===== src/include/fault_consts.svh =====
/*
 Constants for the two-channel LED string fault monitor: status bit positions,
 reset values and synchroniser depth. Assumes one 50 MHz clock, no bus.
*/
// Overview of operation
// [RL1] Overvoltage halts switching, opens the disconnect switch
// [RL2] Overvoltage sets status bit 4 or 0
// [RL3] Alert asserts with the overvoltage status bit
// [RL4] Open string: feedback high, sense current low
// [RL5] Open string sets bit 5 or 1, alerts
// [RL6] Shorted string: feedback below short threshold
// [RL7] Disconnect switch follows dimming; open means no current
// [RL8] Fault bits latch until the host clears them
// [RL9] Alert only for enabled faults; enables reset high
// [RL10] Alert is open drain, pulled up, active low
// [RL11] Two independent channels share status and alert
`ifndef FAULT_CONSTS_SVH
`define FAULT_CONSTS_SVH

`define STATUS_WIDTH 8
`define CH1_FEEDBACK_OVERVOLTAGE_FAULT_BIT 4
`define CH2_FEEDBACK_OVERVOLTAGE_FAULT_BIT 0
`define CH1_OPEN_BIT 5
`define CH2_OPEN_BIT 1
`define CH1_SHORT_BIT 6
`define CH2_SHORT_BIT 2
`define STATUS_RESET 8'h00
`define ENABLE_RESET 8'hFF
`define SYNC_STAGES 3

`endif


===== src/include/fault_pkg.sv =====
/*
 Types shared by the fault monitor and its channel units.
 Assumes fault_consts.svh is available on the include path.
*/
package fault_pkg;
  typedef enum logic [1:0] {
    CH_OFF = 2'b00,
    CH_RUN = 2'b01,
    CH_HALT = 2'b10
  } chan_state_t;
  typedef logic [7:0] status_t;
endpackage


===== src/hw/channel_fault_unit.sv =====
/*
 One channel: synchronises its comparator pins, raises fault levels and
 steers switching and the disconnect switch. Assumes halt comes from the
 shared latched status, on the same clock.
*/
`timescale 1ns/10ps
module channel_fault_unit (
  // Clock and reset
  input wire logic clk,
  input wire logic rst,
  // Comparator pins, asynchronous
  input wire logic feedback_overvoltage_fault_cmp,
  input wire logic fb_near_reg_cmp,
  input wire logic sense_low_cmp,
  input wire logic fb_short_cmp,
  // Control
  input wire logic channel_enable,
  input wire logic dim_on,
  input wire logic halt_latched,
  // Fault levels
  output logic ov_fault,
  output logic open_fault,
  output logic short_fault,
  // Power stage
  output logic switch_run,
  output logic disconnect_gate_drive
);
  import fault_pkg::*;
  `include "fault_consts.svh"

  localparam int N = 4;
  logic [N-1:0] pins;
  logic [N-1:0] s1_r, s2_r, s3_r, level_r;
  chan_state_t state_r, state_nxt;
  logic gate_r, run_r;

  assign pins = {fb_short_cmp, sense_low_cmp, fb_near_reg_cmp, feedback_overvoltage_fault_cmp};

  // Three stages; a level only moves when stages two and three agree
  always_ff @(posedge clk) begin
    if (rst) begin
      s1_r <= '0;
      s2_r <= '0;
      s3_r <= '0;
      level_r <= '0;
    end else begin
      s1_r <= pins;
      s2_r <= s1_r;
      s3_r <= s2_r;
      for (int i = 0; i < N; i++) begin
        if (s2_r[i] == s3_r[i]) begin
          level_r[i] <= s3_r[i];
        end
      end
    end
  end

  assign ov_fault = level_r[0];
  assign open_fault = level_r[1] & level_r[2]; // see [RL4]
  // Short only counts while the stage runs, so a stopped output is no short
  assign short_fault = level_r[3] & (state_r == CH_RUN); // see [RL6]

  always_comb begin
    state_nxt = state_r;
    case (state_r)
      CH_OFF: begin
        if (channel_enable && !halt_latched && !ov_fault) begin
          state_nxt = CH_RUN;
        end
      end
      CH_RUN: begin
        if (ov_fault || short_fault) begin
          state_nxt = CH_HALT; // see [RL1]
        end else if (!channel_enable) begin
          state_nxt = CH_OFF;
        end
      end
      CH_HALT: begin
        // Stays stopped until the host clears the latched bit
        if (!halt_latched && !ov_fault) begin
          state_nxt = CH_OFF;
        end
      end
      default: state_nxt = CH_OFF;
    endcase
  end

  always_ff @(posedge clk) begin
    if (rst) begin
      state_r <= CH_OFF;
    end else begin
      state_r <= state_nxt;
    end
  end

  // Outputs follow the next state, so a trip stops them at the same edge
  always_ff @(posedge clk) begin
    if (rst) begin
      run_r <= 1'b0;
      gate_r <= 1'b0;
    end else begin
      run_r <= (state_nxt == CH_RUN); // see [RL1]
      gate_r <= (state_nxt == CH_RUN) && dim_on; // see [RL7]
    end
  end

  assign switch_run = run_r;
  assign disconnect_gate_drive = gate_r;
endmodule


===== src/hw/led_channel_fault_monitor.sv =====
/*
 Fault monitor for a two-channel LED driver: two channel units, one latched
 status register with enables, one open-drain active-low alert.
 Assumes the host interface turns its commands into the plain ports below.
*/
`timescale 1ns/10ps
module led_channel_fault_monitor (
  // Clock and reset
  input wire logic clk,
  input wire logic rst,
  // Channel 1 comparator pins
  input wire logic ch1_feedback_overvoltage_fault_cmp,
  input wire logic ch1_fb_near_reg_cmp,
  input wire logic ch1_sense_low_cmp,
  input wire logic ch1_fb_short_cmp,
  // Channel 2 comparator pins
  input wire logic ch2_feedback_overvoltage_fault_cmp,
  input wire logic ch2_fb_near_reg_cmp,
  input wire logic ch2_sense_low_cmp,
  input wire logic ch2_fb_short_cmp,
  // Channel control
  input wire logic ch1_enable,
  input wire logic ch2_enable,
  input wire logic ch1_dim_on,
  input wire logic ch2_dim_on,
  // Host commands
  input wire logic status_clear,
  input wire fault_pkg::status_t status_clear_mask,
  input wire logic enable_write,
  input wire fault_pkg::status_t enable_wdata,
  // Power stage
  output logic ch1_switch_run,
  output logic ch2_switch_run,
  output logic ch1_disconnect_gate_drive,
  output logic ch2_disconnect_gate_drive,
  // Status and alert
  output fault_pkg::status_t status,
  output fault_pkg::status_t fault_report_enable,
  output logic alert_out,
  output logic alert_oe_n
);
  import fault_pkg::*;
  `include "fault_consts.svh"

  status_t status_r, status_nxt, set_vec;
  status_t enable_r, enable_nxt;
  logic alert_oe_n_r;
  logic ch1_ov, ch1_open, ch1_short;
  logic ch2_ov, ch2_open, ch2_short;
  logic ch1_halt, ch2_halt;

  // Latched stop bits hold each channel off until cleared
  assign ch1_halt = status_r[`CH1_FEEDBACK_OVERVOLTAGE_FAULT_BIT] | status_r[`CH1_SHORT_BIT];
  assign ch2_halt = status_r[`CH2_FEEDBACK_OVERVOLTAGE_FAULT_BIT] | status_r[`CH2_SHORT_BIT];

  // Independent units, one per channel, sharing status and alert
  channel_fault_unit u_ch1 ( // see [RL11]
    .clk(clk),
    .rst(rst),
    .feedback_overvoltage_fault_cmp(ch1_feedback_overvoltage_fault_cmp),
    .fb_near_reg_cmp(ch1_fb_near_reg_cmp),
    .sense_low_cmp(ch1_sense_low_cmp),
    .fb_short_cmp(ch1_fb_short_cmp),
    .channel_enable(ch1_enable),
    .dim_on(ch1_dim_on),
    .halt_latched(ch1_halt),
    .ov_fault(ch1_ov),
    .open_fault(ch1_open),
    .short_fault(ch1_short),
    .switch_run(ch1_switch_run),
    .disconnect_gate_drive(ch1_disconnect_gate_drive)
  );

  channel_fault_unit u_ch2 ( // see [RL11]
    .clk(clk),
    .rst(rst),
    .feedback_overvoltage_fault_cmp(ch2_feedback_overvoltage_fault_cmp),
    .fb_near_reg_cmp(ch2_fb_near_reg_cmp),
    .sense_low_cmp(ch2_sense_low_cmp),
    .fb_short_cmp(ch2_fb_short_cmp),
    .channel_enable(ch2_enable),
    .dim_on(ch2_dim_on),
    .halt_latched(ch2_halt),
    .ov_fault(ch2_ov),
    .open_fault(ch2_open),
    .short_fault(ch2_short),
    .switch_run(ch2_switch_run),
    .disconnect_gate_drive(ch2_disconnect_gate_drive)
  );

  always_comb begin
    set_vec = '0;
    set_vec[`CH1_FEEDBACK_OVERVOLTAGE_FAULT_BIT] = ch1_ov; // see [RL2]
    set_vec[`CH2_FEEDBACK_OVERVOLTAGE_FAULT_BIT] = ch2_ov; // see [RL2]
    set_vec[`CH1_OPEN_BIT] = ch1_open; // see [RL5]
    set_vec[`CH2_OPEN_BIT] = ch2_open; // see [RL5]
    set_vec[`CH1_SHORT_BIT] = ch1_short; // see [RL6]
    set_vec[`CH2_SHORT_BIT] = ch2_short; // see [RL6]
  end

  // Set beats clear, so a fault in the clearing cycle is kept
  always_comb begin
    status_nxt = status_r;
    if (status_clear) begin
      status_nxt = status_r & ~status_clear_mask; // see [RL8]
    end
    status_nxt = status_nxt | set_vec; // see [RL8]
  end

  always_comb begin
    enable_nxt = enable_r;
    if (enable_write) begin
      enable_nxt = enable_wdata;
    end
  end

  always_ff @(posedge clk) begin
    if (rst) begin
      status_r <= `STATUS_RESET;
    end else begin
      status_r <= status_nxt;
    end
  end

  always_ff @(posedge clk) begin
    if (rst) begin
      enable_r <= `ENABLE_RESET; // see [RL9]
    end else begin
      enable_r <= enable_nxt;
    end
  end

  // Built from next values so the pin falls at the edge that sets the bit
  always_ff @(posedge clk) begin
    if (rst) begin
      alert_oe_n_r <= 1'b1;
    end else begin
      alert_oe_n_r <= ~|(status_nxt & enable_nxt); // see [RL3] see [RL9] see [RL10]
    end
  end

  assign status = status_r;
  assign fault_report_enable = enable_r;
  // Open drain: only ever drives low, released means not asserted
  assign alert_out = 1'b0; // see [RL10]
  assign alert_oe_n = alert_oe_n_r;
endmodule


===== config.mk =====
export PLATFORM = sky130hd
export DESIGN_NAME = led_channel_fault_monitor
export DESIGN_NICKNAME = d
export VERILOG_FILES = /design/src/include/fault_pkg.sv /design/src/hw/channel_fault_unit.sv /design/src/hw/led_channel_fault_monitor.sv
export VERILOG_INCLUDE_DIRS = /design/src /design/src/include
export SDC_FILE = /design/constraint.sdc
export NUM_CORES = 1
export LEC_CHECK = 0
export CORE_ASPECT_RATIO = 0.6
export CORE_MARGIN = 2
export CORE_UTILIZATION = 54
export CTS_BUF_LIST = sky130_fd_sc_hd__clkbuf_16
export CTS_CLUSTER_DIAMETER = 30
export DETAILED_ROUTE_END_ITERATION = 7
export DONT_BUFFER_PORTS = 1
export HOLD_SLACK_MARGIN = 0.06
export MAX_ROUTING_LAYER = met4
export PLACE_DENSITY = 0.72
export SLEW_MARGIN = 20
export SYNTH_ARGS = -nofsm -noshare
export SYNTH_HDL_FRONTEND = slang
export SYNTH_SLANG_ARGS = --single-unit

===== constraint.sdc =====
create_clock -name clk -period 1.1 [get_ports clk]
set_input_delay 0.11 -clock clk [delete_from_list [all_inputs] [get_ports clk]]
set_output_delay 0.11 -clock clk [all_outputs]
set_load 0.02 [all_outputs]

==> impl_metrics.env <==
export IMPL_n_antenna_cell=0
export IMPL_grt_pass1_vias=1533
export IMPL_fin_skew_ps=5.371
export IMPL_hpwlAfterDp_um=2457
export IMPL_outcome="finished, violations left"
export IMPL_num_io_pins=54
export IMPL_slowest_delay_ps=310
export IMPL_synth_top_cells_by_area="dfxtp_1 (61%), nor2b_1 (8.6%), mux2i_1 (4.8%)"
export IMPL_vdd_drop_max_uv=1603
export IMPL_initial_utilization_pct=57.28
export IMPL_rows=16
export IMPL_synth_nets=213
export IMPL_power_frac_seq_pct=39.1
export IMPL_synth_avg_cell_area_um2=10.39
export IMPL_antenna_found_initial=0
export IMPL_critPathTopFamily="compound AO/OA/AOI/OAI gates"
export IMPL_drv_slew=0
export IMPL_syn_inst=181
export IMPL_swShare_pct=19.56
export IMPL_yosys_warnings=0
export IMPL_grt_usage_pct=28.06
export IMPL_post_route_min_period_ps=1289
export IMPL_violations="negative hold slack, negative setup slack"
export IMPL_root_buffer="clkbuf_16"
export IMPL_final_cell_mix="dfxtp_1 (47), dlygate4sd3_1 (31), nand2_1 (24)"
export IMPL_slowest_stage="dfxtp_2"
export IMPL_yosysSeqAreaShare_pct=60.68
export IMPL_drv_cap=0
export IMPL_wl_um=5410
export IMPL_core_area_um2=3283
export IMPL_insertion_delay_ps=320
export IMPL_gp_congestion=0.8572
export IMPL_p_clk_share_pct=55.6
export IMPL_seq_area_um2=1156
export IMPL_cts_tree="yes"
export IMPL_die_area_um2=3986
export IMPL_endpoint_kind="flop"
export IMPL_postRouteAntennaNets=0
export IMPL_die_width_um=80.19
export IMPL_ys_ff_latch=57
export IMPL_detail_route_first_pass_iterations=4
export IMPL_worstSetupStartpointType="flop"
export IMPL_vias=1556
export IMPL_worstSetupPathType="reg -> reg"
export IMPL_busiest_layer="met2"
export IMPL_setup_ws_ps=-188.5
export IMPL_io_buffer_count=0
export IMPL_drt_vias_per_instance=5.422
export IMPL_combPwrFrac_pct=5.3
export IMPL_holdWs_ps=-26.20
export IMPL_synth_area_um2=1881
export IMPL_drc=0
export IMPL_clk_path_buf_depth=2
export IMPL_max_freq_mhz=776.1
export IMPL_arrival_ps=1510
export IMPL_drtIter0Drc=91
export IMPL_grtUsageMet1_pct=31.39
export IMPL_p_sw_uw=1090
export IMPL_crit_buf_inv=0
export IMPL_setup_viol=2
export IMPL_grtUsageMet2_pct=44.44
export IMPL_final_layout_size_suffix_gt1_share_pct=28.10
export IMPL_nNetsFinal=270
export IMPL_p_per_area_nw_per_um2=1960
export IMPL_die_h_um=49.71
export IMPL_leakagePower_uw=0.001157
export IMPL_cts_sinks=57
export IMPL_clk_pin_slew_ps=50
export IMPL_path_cells="nor2b_1 > o211ai_1 > o221ai_2 > o41ai_2"
export IMPL_yosys_area_top_type="dfxtp_1"
export IMPL_synth_cell_type_count=28
export IMPL_fin_tns_setup_ps=-220.7
export IMPL_hold_class="in -> reg"
export IMPL_rsz0062_at_grt="true"
export IMPL_cts_htree_levels=3
export IMPL_path_max_fanout=2
export IMPL_wl_per_cell_um=18.85
export IMPL_grt_pass1_wl_um=7769
export IMPL_overflow=0
export IMPL_timing_final_crit_share_pct=117.1
export IMPL_cts_inserted_buffers=9
export IMPL_layout_commonest_cell="dfxtp_1"
export IMPL_synth_top_area_share_pct=60.68
export IMPL_multi_input_area_um2=790.8
export IMPL_nFillCells=142
export IMPL_grt_max_degree=34
export IMPL_timing_hold_violations_final=3
export IMPL_grtUsageMet3_pct=9.707
export IMPL_required_ps=1320
export IMPL_p_int_uw=4482
export IMPL_area_delta_synth_final_pct=51.16
metrics by stage:
stage / utilization [%] / std cells / cell area (um^2) / setup slack [ps] / total power (uW)
floorplan: - / 181 / 1881 / 0.7839 / 2359
global placement: 61.97 / 238 / 2034 / -49.58 / 2360
detailed placement: 61.97 / 238 / 2034 / -136.9 / 2366
CTS: 83.84 / 287 / 2753 / -75.86 / 5525
global route: 86.59 / 287 / 2843 / -215.8 / 5701
finish: 86.59 / 287 / 2843 / -188.5 / 5572
kinds of logic (layout without fill, tap and decap cells):
| group | after synthesis | count (layout) | synth area share [%] |
|---|---|---|---|
| flip-flops | 57 | 57 | 60.68 |
| other | 1 | 1 | 0.1994 |
| AO/OA/AOI/OAI | 29 | 29 | 9.581 |
| multiplexers | 9 | 9 | 4.791 |
| AND/OR/NAND/NOR | 76 | 76 | 21.76 |
| buffers and inverters | 9 | 70 | 2.993 |
final timing paths:
kind | from | cells after the start | slack (ps) | endpoint
worst max-delay path | fault_report_enable[3] | 4 | -190 | alert_oe_n
worst min register to register | u_ch2.s1_r[0] | 1 | 450 | u_ch2.s2_r[0]
worst min-delay path | enable_wdata[0] | 2 | -30 | fault_report_enable[0]
worst max register to register | fault_report_enable[3] | 4 | -190 | alert_oe_n
timing repair:
| item | in CTS | in global routing |
|---|---|---|
| gates resized for setup | 8 | 25 |
| setup endpoints to repair | 2 | 12 |
| setup buffers | 1 | 1 |
| endpoints found under the hold margin | 56 | 11 |
| hold buffers | 33 | 2 |
| pin swaps | 3 | 7 |
state kept, by name, indices dropped and copies added (netlist names):
register,count
u_ch2.disconnect_gate_drive,1
u_ch1.level_r,4
u_ch2.level_r,4
fault_report_enable,8
u_ch2.s2_r,4
alert_oe_n,1
u_ch2.state_r,2
u_ch2.s3_r,4
u_ch1.disconnect_gate_drive,1
u_ch1.s3_r,4
u_ch2.switch_run,1
status,8
u_ch2.s1_r,4
u_ch1.switch_run,1
u_ch1.state_r,2
u_ch1.s1_r,4
u_ch1.s2_r,4
per-layer routing:
metal / up-vias / wire length (um)
met5: - / 0
li1: 716 / -
met4: 0 / 248
met1: 740 / 2086
met3: 25 / 424
met2: 75 / 2650
final cells by class:
| class | count | share of cell area [%] |
|---|---|---|
| flip-flops and latches | 57 | 40.67 |
| multi-input cells | 115 | 27.82 |
| repair buffers | 54 | 17.69 |
| clock buffers | 9 | 7.923 |
| clock inverters | 6 | 3.785 |
| well taps | 45 | 1.981 |
| inverters | 1 | 0.1320 |
power by group through the flow:
stage	clock [uW]	sequential (uW)	combinational [uW]
2_1_floorplan	0	2230	129
3_3_place_gp	0	2210	150
3_5_place_dp	0	2210	152
4_1_cts	3080	2180	265
5_1_grt	3200	2180	313
6_report	3100	2180	294
synthesized netlist by cell type, drive strengths merged:
master,count
conb,1
o41ai,1
nand2,24
clkbuf,4
o22ai,2
o211ai,1
nor3,2
and2,3
or3,1
o21a,2
o21ai,8
o221ai,1
nand2b,2
buf,4
and3,1
nor4,4
mux2i,9
nor2,12
dfxtp,57
clkinv,1
a21oi,10
nor2b,27
a22oi,4
No activity file was read; power rests on OpenSTA's default activity.
